$ cat src/design/status_regs.svh
// Register selects, bit positions, reset values and sizes of the status block.
`ifndef STATUS_SERVICE_REGS_SVH
`define STATUS_SERVICE_REGS_SVH

// Command register selects.
`define SEL_STATUS_BYTE      3'h0
`define SEL_REQUEST_MASK     3'h1
`define SEL_LIVE_FAULT       3'h2
`define SEL_LATCHED_FAULT    3'h3
`define SEL_FAULT_MASK       3'h4

// Status summary byte bit positions.
`define BYTE_DONE_BIT        0
`define BYTE_ERR_BIT         2
`define BYTE_FAULT_BIT       3
`define BYTE_RESP_BIT        4
`define BYTE_EVENT_BIT       5
`define BYTE_REQ_BIT         6

// Request enable bits that may raise a request; bit 6 is excluded.
`define REQ_ENABLE_USED      8'hBF

// Live fault bits that exist: 0..4 and 8.
`define FAULT_USED_MASK      16'h011F
`define FAULT_OVERTEMP_BIT   0
`define FAULT_OPEN_LOAD_BIT  1
`define FAULT_SAFETY_BIT     2
`define FAULT_CUR_LIMIT_BIT  3
`define FAULT_TEMP_WIN_BIT   4
`define FAULT_SUPPLY_BIT     8

// Only the low byte of the latched faults feeds the status byte.
`define DES_SOURCE_W         8

// Reset values.
`define RST_BYTE             8'h00
`define RST_WORD             16'h0000

// Error queue depth and counter width.
`define ERRQ_DEPTH           32
`define ERRQ_CNT_W           6

`endif

$ cat src/design/status_pkg.sv
// State types of the status and service request block.
package status_pkg;

`include "status_regs.svh"

    typedef struct packed {
        logic [15:0]             latched_q;
    } latch_state_type;

    typedef struct packed {
        logic [15:0]             live_q;
        logic [7:0]              req_mask_q;
        logic [15:0]             evt_mask_q;
        logic                    resp_avail_q;
        logic                    event_sum_q;
        logic                    done_q;
        logic                    finished_q;
        logic [`ERRQ_CNT_W-1:0]  err_count_q;
        logic                    ovf_q;
        logic [7:0]              byte_q;
        logic                    srq_q;
        logic                    resp_valid_q;
        logic [15:0]             resp_data_q;
        logic                    poll_valid_q;
        logic [7:0]              poll_data_q;
    } status_state_type;

endpackage

$ cat src/design/fault_event_latch.sv
// Sticky latch of fault events with clear on read.
`timescale 1ns/1ps
`default_nettype none
`include "status_regs.svh"

module fault_event_latch #(
    parameter int WIDTH = 16
) (
    // Clock and reset.
    input  wire logic             clock_in,
    input  wire logic             rst_in,
    // Live conditions and read clear.
    input  wire logic [WIDTH-1:0] live_in,
    input  wire logic             clear_in,
    // Latched events.
    output logic      [WIDTH-1:0] latched_out
);

    status_pkg::latch_state_type s_q;
    status_pkg::latch_state_type s_d;

    always_comb begin
        s_d = s_q;
        if (clear_in) begin
            s_d.latched_q = '0;
        end
        // A condition present in the clearing cycle survives the clear.
        s_d.latched_q = s_d.latched_q | live_in[15:0];
    end

    always_ff @(posedge clock_in or posedge rst_in) begin
        if (rst_in) begin
            s_q.latched_q <= `RST_WORD;
        end else begin
            s_q <= s_d;
        end
    end

    assign latched_out = s_q.latched_q;

endmodule // fault_event_latch

`default_nettype wire

$ cat src/design/status_service_request.sv
// Status summary byte, service request and device fault registers.
//
// Summary of operation
// - Status byte is read only by query or poll; all flags active high.
// - Response-available flag follows the output queue not-empty input.
// - Error-pending flag is high while the error queue holds entries.
// - Command-finished flag rises after completion and other flags updated.
// - Bit 3 is OR of low 8 latched faults AND fault mask.
// - Bits 0-5,7 ANDed with request mask, ORed, drive bit 6 and request.
// - Bit 6 itself never takes part in the request enable logic.
// - Bit 6 shows request in poll reply, summary in status query.
// - While a request is asserted bit 6 reads as one.
// - Live fault bits follow their faults and drop by themselves.
// - Live bits: 0 temp, 1 open load, 2 safety, 3 limit, 4 window, 8 supply.
// - Live fault register is read only and reading leaves it unchanged.
// - Each live fault bit sets its latched bit, which stays set.
// - Latched fault register is not writable; a read returns then clears.
// - Bit 5 is OR of standard events enabled by their mask.
// - Error queue holds 32 entries; overflow is reported as an error.
`timescale 1ns/1ps
`default_nettype none
`include "status_regs.svh"

module status_service_request #(
    parameter int ERRQ_DEPTH = `ERRQ_DEPTH
) (
    // Clock and reset.
    input  wire logic        CLOCK_IN,
    input  wire logic        RST_IN,

    // Command port from the message parser.
    input  wire logic        CMD_VALID_IN,
    input  wire logic        CMD_WRITE_IN,
    input  wire logic [2:0]  CMD_SEL_IN,
    input  wire logic [15:0] CMD_WDATA_IN,
    input  wire logic        CMD_DONE_IN,

    // Serial poll request from the bus interface.
    input  wire logic        POLL_IN,

    // Queue status from the message layer.
    input  wire logic        OUTQ_NOT_EMPTY_IN,
    input  wire logic        ERR_PUSH_IN,
    input  wire logic        ERR_POP_IN,

    // Standard event register and its enable mask.
    input  wire logic [7:0]  STD_EVENT_IN,
    input  wire logic [7:0]  STD_EVENT_MASK_IN,

    // Live fault conditions from the hardware monitors.
    input  wire logic [15:0] FAULT_IN,

    // Command answers.
    output logic             RESP_VALID_OUT,
    output logic [15:0]      RESP_DATA_OUT,

    // Serial poll answers.
    output logic             POLL_VALID_OUT,
    output logic [7:0]       POLL_DATA_OUT,

    // Status and bus request.
    output logic [7:0]       STATUS_BYTE_OUT,
    output logic             SRQ_OUT,

    // Error queue state.
    output logic [`ERRQ_CNT_W-1:0] ERR_COUNT_OUT,
    output logic             ERR_OVERFLOW_OUT
);

    localparam logic [`ERRQ_CNT_W-1:0] ERRQ_FULL =
        `ERRQ_CNT_W'(ERRQ_DEPTH);

    status_pkg::status_state_type s_q;
    status_pkg::status_state_type s_d;

    logic [15:0] latched;
    logic        rd_cmd;
    logic        wr_cmd;
    logic        latch_clear;

    // Any bit set in both vectors.
    function automatic logic any_hit(
        input logic [15:0] a,
        input logic [15:0] b
    );
        any_hit = |(a & b);
    endfunction

    // Register read multiplexer.
    function automatic logic [15:0] read_mux(
        input logic [2:0]  sel,
        input logic [7:0]  status_byte,
        input logic [7:0]  req_mask,
        input logic [15:0] live,
        input logic [15:0] lat,
        input logic [15:0] evt_mask
    );
        case (sel)
            `SEL_STATUS_BYTE: begin
                read_mux = {8'h00, status_byte};
            end
            `SEL_REQUEST_MASK: begin
                read_mux = {8'h00, req_mask};
            end
            `SEL_LIVE_FAULT: begin
                read_mux = live;
            end
            `SEL_LATCHED_FAULT: begin
                read_mux = lat;
            end
            `SEL_FAULT_MASK: begin
                read_mux = evt_mask;
            end
            default: begin
                read_mux = `RST_WORD;
            end
        endcase
    endfunction

    assign rd_cmd      = CMD_VALID_IN & ~CMD_WRITE_IN;
    assign wr_cmd      = CMD_VALID_IN & CMD_WRITE_IN;
    // Clearing with the read keeps the returned word and the clear atomic.
    assign latch_clear = rd_cmd & (CMD_SEL_IN == `SEL_LATCHED_FAULT);

    fault_event_latch #(
        .WIDTH       (16)
    ) u_latch (
        .clock_in    (CLOCK_IN),
        .rst_in      (RST_IN),
        .live_in     (s_q.live_q),
        .clear_in    (latch_clear),
        .latched_out (latched)
    );

    always_comb begin
        logic [7:0] byte_c;
        logic       summary;
        byte_c  = `RST_BYTE;
        summary = 1'b0;
        s_d     = s_q;

        // Live faults follow the monitors; unused bits stay low.
        s_d.live_q = FAULT_IN & `FAULT_USED_MASK;

        s_d.resp_avail_q = OUTQ_NOT_EMPTY_IN;
        s_d.event_sum_q  = any_hit({8'h00, STD_EVENT_IN},
                                   {8'h00, STD_EVENT_MASK_IN});

        // Mask writes; the other registers ignore writes.
        if (wr_cmd) begin
            case (CMD_SEL_IN)
                `SEL_REQUEST_MASK: begin
                    s_d.req_mask_q = CMD_WDATA_IN[7:0];
                end
                `SEL_FAULT_MASK: begin
                    s_d.evt_mask_q = CMD_WDATA_IN;
                end
                default: begin
                    s_d.req_mask_q = s_q.req_mask_q;
                end
            endcase
        end

        // Error queue occupancy; a push into a full queue is an overflow.
        s_d.ovf_q = 1'b0;
        if (ERR_PUSH_IN && !ERR_POP_IN) begin
            if (s_q.err_count_q == ERRQ_FULL) begin
                s_d.ovf_q = 1'b1;
            end else begin
                s_d.err_count_q = s_q.err_count_q + `ERRQ_CNT_W'(1);
            end
        end else if (ERR_POP_IN && !ERR_PUSH_IN) begin
            if (s_q.err_count_q != '0) begin
                s_d.err_count_q = s_q.err_count_q - `ERRQ_CNT_W'(1);
            end
        end else if (ERR_PUSH_IN && ERR_POP_IN) begin
            if (s_q.err_count_q == '0) begin
                s_d.err_count_q = `ERRQ_CNT_W'(1);
            end
        end

        // Finish is delayed one stage so it never leads the other flags.
        s_d.done_q = CMD_DONE_IN;
        if (s_q.done_q) begin
            s_d.finished_q = 1'b1;
        end else if (CMD_VALID_IN) begin
            s_d.finished_q = 1'b0;
        end

        // Status byte from registered sources.
        byte_c[`BYTE_DONE_BIT] = s_q.finished_q;
        byte_c[`BYTE_ERR_BIT] = (s_q.err_count_q != '0);
        byte_c[`BYTE_FAULT_BIT] = any_hit(
            {8'h00, latched[`DES_SOURCE_W-1:0]},
            {8'h00, s_q.evt_mask_q[`DES_SOURCE_W-1:0]});
        byte_c[`BYTE_RESP_BIT] = s_q.resp_avail_q;
        byte_c[`BYTE_EVENT_BIT] = s_q.event_sum_q;

        // Bit 6 is masked off before the OR so it cannot feed back.
        summary = any_hit({8'h00, byte_c},
                          {8'h00, s_q.req_mask_q & `REQ_ENABLE_USED});
        byte_c[`BYTE_REQ_BIT] = summary;
        s_d.byte_q = byte_c;
        s_d.srq_q = summary;

        // Command answers one cycle after the read.
        s_d.resp_valid_q = rd_cmd;
        if (rd_cmd) begin
            s_d.resp_data_q = read_mux(CMD_SEL_IN, s_q.byte_q,
                                       s_q.req_mask_q, s_q.live_q,
                                       latched, s_q.evt_mask_q);
        end

        // Poll answer carries the request line state in bit 6.
        s_d.poll_valid_q = POLL_IN;
        if (POLL_IN) begin
            s_d.poll_data_q = s_q.byte_q;
            s_d.poll_data_q[`BYTE_REQ_BIT] = s_q.srq_q;
        end
    end

    always_ff @(posedge CLOCK_IN or posedge RST_IN) begin
        if (RST_IN) begin
            s_q.live_q       <= `RST_WORD;
            s_q.req_mask_q   <= `RST_BYTE;
            s_q.evt_mask_q   <= `RST_WORD;
            s_q.resp_avail_q <= 1'b0;
            s_q.event_sum_q  <= 1'b0;
            s_q.done_q       <= 1'b0;
            s_q.finished_q   <= 1'b0;
            s_q.err_count_q  <= '0;
            s_q.ovf_q        <= 1'b0;
            s_q.byte_q       <= `RST_BYTE;
            s_q.srq_q        <= 1'b0;
            s_q.resp_valid_q <= 1'b0;
            s_q.resp_data_q  <= `RST_WORD;
            s_q.poll_valid_q <= 1'b0;
            s_q.poll_data_q  <= `RST_BYTE;
        end else begin
            s_q <= s_d;
        end
    end

    assign RESP_VALID_OUT   = s_q.resp_valid_q;
    assign RESP_DATA_OUT    = s_q.resp_data_q;
    assign POLL_VALID_OUT   = s_q.poll_valid_q;
    assign POLL_DATA_OUT    = s_q.poll_data_q;
    assign STATUS_BYTE_OUT  = s_q.byte_q;
    assign SRQ_OUT          = s_q.srq_q;
    assign ERR_COUNT_OUT    = s_q.err_count_q;
    assign ERR_OVERFLOW_OUT = s_q.ovf_q;

endmodule // status_service_request

`default_nettype wire

$ cat config.mk
export PLATFORM = sky130hd
export DESIGN_NAME = status_service_request
export DESIGN_NICKNAME = d
export VERILOG_FILES = /design/src/design/status_pkg.sv /design/src/design/fault_event_latch.sv /design/src/design/status_service_request.sv
export VERILOG_INCLUDE_DIRS = /design/src /design/src/design
export SDC_FILE = /design/constraint.sdc
export NUM_CORES = 1
export LEC_CHECK = 0
export BUFFER_PORTS_ARGS = -buffer_cell sky130_fd_sc_hd__buf_2
export CORE_ASPECT_RATIO = 1.4
export CORE_MARGIN = 2
export CORE_UTILIZATION = 53
export DETAILED_ROUTE_END_ITERATION = 7
export PLACE_DENSITY_LB_ADDON = 0.15
export SLEW_MARGIN = 0
export SYNTH_ARGS = -nofsm -noshare
export SYNTH_HDL_FRONTEND = slang
export SYNTH_HIERARCHICAL = 1
export SYNTH_SLANG_ARGS = --single-unit
$ cat constraint.sdc
create_clock -name CLOCK_IN -period 2.7 [get_ports CLOCK_IN]
set_input_delay 0.54 -clock CLOCK_IN [delete_from_list [all_inputs] [get_ports CLOCK_IN]]
set_output_delay 0.54 -clock CLOCK_IN [all_outputs]
set_load 0.02 [all_outputs]
==> run_results.csv <==
group,metric,value,unit
synthesis,synth_edf_count,0,
global_routing,first_global_vias,2826,
route,vias,2776,
placed_design,place_ws,0.3677,ns
clock_tree,htreeDepth,3,
clock_tree,clkLatencyLatePin,0.36,ns
synthesis,synth_cell_types,47,
clock_tree,clk_path_buf_depth,2,
critical_path,arrival,2.57,ns
floorplanning,io_pins,102,
sta,setup_tns,0,ns
route,first_pass_iters,4,
clock_tree,cts_tree,"built",
floorplanning,dieArea,0.008411,mm^2
critical_path,timing.rr.end,"ERR_COUNT_OUT[4]$_DFFE_PP0P_",
route,wl_per_cell,15.54,um
global_routing,grt_max_degree,72,
global_routing,antenna_found_initial,0,
synthesis,syn_area,0.004073,mm^2
clock_tree,cts_setup_buffers,0,
layout,num-nets-final,479,
synthesis,async_flop_share,100.0,%
floorplanning,rows,37,
clock_tree,cts-root-buf,"clkbuf_8",
route,drt-initial-drc-count,106,
outcome,status,"complete, no violations",
synthesis,ys_top_cells_by_area,"dfrtp_1 (53%), mux2_2 (8.6%), buf_4 (7.2%)",
clock_tree,cts_sinks,87,
synthesis,avgSynthCellArea,11.74,um^2
synthesis,synth_seq_area_share,53.46,%
placed_design,gp_congestion,0.8667,
critical_path,reg2reg_depth,6,
sta,tightest_slew,0.7301,ns
layout,layout-drive-gt1-share,37.32,%
synthesis,synthFlopType,"dfrtp_1",
pwr,leakage,0.002124,uW
sta,worst_slack,0.3730,ns
sta,hold_viol,0,
sta,fin_crit,2.327,ns
synthesis,yosysTopAreaCell,"dfrtp_1",
layout,n_antenna_cell,0,
sta,rsz0062_at_grt,"no",
clock_tree,numCtsBuffers,9,
sta,fin_worst_skew,0.01114,ns
layout,area_delta_synth_final,13.24,%
synthesis,ys_warn_count,6,
pwr,pwr_density_cell,729.9,mW/mm^2
sta,maxSlewHeadroom,51.28,%
synthesis,synth.top_cell.area_share,53.46,%
clock_tree,clk_pin_slew,0.09,ns
critical_path,start_kind,"flip-flop",
synthesis,syn-instance-count,347,
route,remaining_drc_errors,0,
sta,layout_worst_path_cycle_share,86.18,%
floorplanning,die_w,78.09,um
route,routed_wl,8.003,mm
placed_design,portBuffers,87,
critical_path,crit_required,2.94,ns
global_routing,gr-total-overflow,0,
critical_path,worstSetupEndpointType,"flip-flop",
critical_path,critPathKind,"flip-flop to flip-flop",
sta,setup_viol,0,
global_routing,grt_util_all_layers,21.03,%
critical_path,reg2reg_slack,0.37,ns
clock_tree,cts_resized,0,
run,drv_cap,0,
floorplanning,core-area,0.007407,mm^2
route,antenna_left,0,
sta,max_freq,429.7,MHz
synthesis,ys_ff_latch,87,
floorplanning,start_util,54.98,%
critical_path,r2r_start,"ERR_COUNT_OUT[0]$_DFFE_PP0P_",
worst_hold_path,hold_path.class,"input pin to asynchronous set/reset pin",
route,via_per_inst,5.390,
critical_path,cp_max_fo,5,
global_routing,grt_pass1_wl,13.54,mm
floorplanning,die_h,107.7,um
clock_tree,holdBufCountCts,0,
pwr,peakVddDrop,0.4896,mV
placed_design,dp_hpwl,5.854,mm
sta,maxSlewViolCount,0,
## cells in the mapped netlist, drive strengths merged, types with 2 or more instances
library cell	n
a21oi	4
inv	12
nand4	4
nor4	2
nor4b	4
a22o	2
ha	6
buf	43
nor2	6
a21o	18
nand2	21
nand3	3
o21ai	25
nand2b	4
and3	2
a221oi	3
and2b	2
nor3	4
dfrtp	87
nor2b	2
mux2	31
clkbuf	11
o2bb2ai	4
o221ai	2
mux2i	11
a22oi	19
## placed cells by master (no fill, tap or decap), drive strengths merged, types with 6 or more instances in the layout
master  netlist  layout
ha            6       6
buf          43      96
conb          1      14
mux2         31      31
dfrtp        87      87
nor2          6       6
nand2        21      21
clkbuf       11      10
mux2i        11      11
inv          12      13
o21ai        25      25
a22oi        19      19
a21o         18      18
## layer usage
metal,vias to the layer above,part of all wire [%],GRT usage [%]
li1,1326,-,-
met1,1350,42,26.35
met2,86,51,35.22
met3,14,5.2,4.362
met4,0,1.9,9.148
met5,-,0,0
## power breakdown
part           switching (uW)  internal (uW)  total, uW
sequential                164           1490       1650
combinational             421            331        752
clock                     441            520        961
## flip-flops by register name (all words and copies together) (netlist names)
signal	count
s_q	31
RESP_DATA_OUT	16
STATUS_BYTE_OUT	6
POLL_DATA_OUT	6
ERR_COUNT_OUT	6
s_d	3
RESP_VALID_OUT	1
ERR_OVERFLOW_OUT	1
u_latch/latched_out	16
POLL_VALID_OUT	1
## worst max path at each step
stage	depth (start not counted)	from	slack (ns)	end
finish	6	ERR_COUNT_OUT[0]$_DFFE_PP0P_	0.37	ERR_COUNT_OUT[4]$_DFFE_PP0P_
global route	6	ERR_COUNT_OUT[0]$_DFFE_PP0P_	0.23	ERR_COUNT_OUT[1]$_DFFE_PP0P_
CTS	6	ERR_COUNT_OUT[0]$_DFFE_PP0P_	0.37	ERR_COUNT_OUT[4]$_DFFE_PP0P_
detailed placement	7	ERR_POP_IN	0.37	ERR_COUNT_OUT[3]$_DFFE_PP0P_
global placement	7	ERR_POP_IN	0.43	ERR_COUNT_OUT[3]$_DFFE_PP0P_
floorplan	1	RST_IN	0.36	ERR_COUNT_OUT[0]$_DFFE_PP0P_
## critical path: stages (launching register included)
cell and delay (ns):
dfrtp_1 0.43, inv_1 0.15, ha_1 0.18, or4b_4 0.48
or4_4 0.54, a22o_1 0.25, a21o_1 0.17
## stage by stage
step                      area (um^2)  std cells  hold slack [ns]  total power (uW)  util [%]
after floorplan                  4121        360           0.3533              2313         -
after global placement           4400        499           0.3658              2407     59.41
after detailed placement         4400        499           0.3676              2437     59.41
after CTS                        4612        515           0.2635              3404     62.26
after global routing             4612        515           0.2614              3578     62.26
final                            4612        515           0.2568              3366     62.26
## cell families after synthesis
| kind of cell | after synthesis | synth area share (%) |
|---|---|---|
| AO/OA/AOI/OAI | 85 | 14.59 |
| adder cells (fa/ha/maj) | 6 | 1.843 |
| buffers and inverters | 67 | 10.20 |
| flip-flops | 87 | 53.46 |
| multiplexers | 43 | 11.83 |
| other | 1 | 0.09208 |
| AND/OR/NAND/NOR | 58 | 7.987 |
## cell type report
cell class                      count  area, um^2
Fill cell                         649        2795
Multi-Input combinational cell    206        1538
Sequential cell                    87        2177
Clock buffer                       10       127.6
Clock inverter                      6       83.83
Tap cell                           97       121.4
Timing Repair Buffer               96       515.5
Inverter                           13       48.80
No activity file was read; power rests on OpenSTA's default activity.
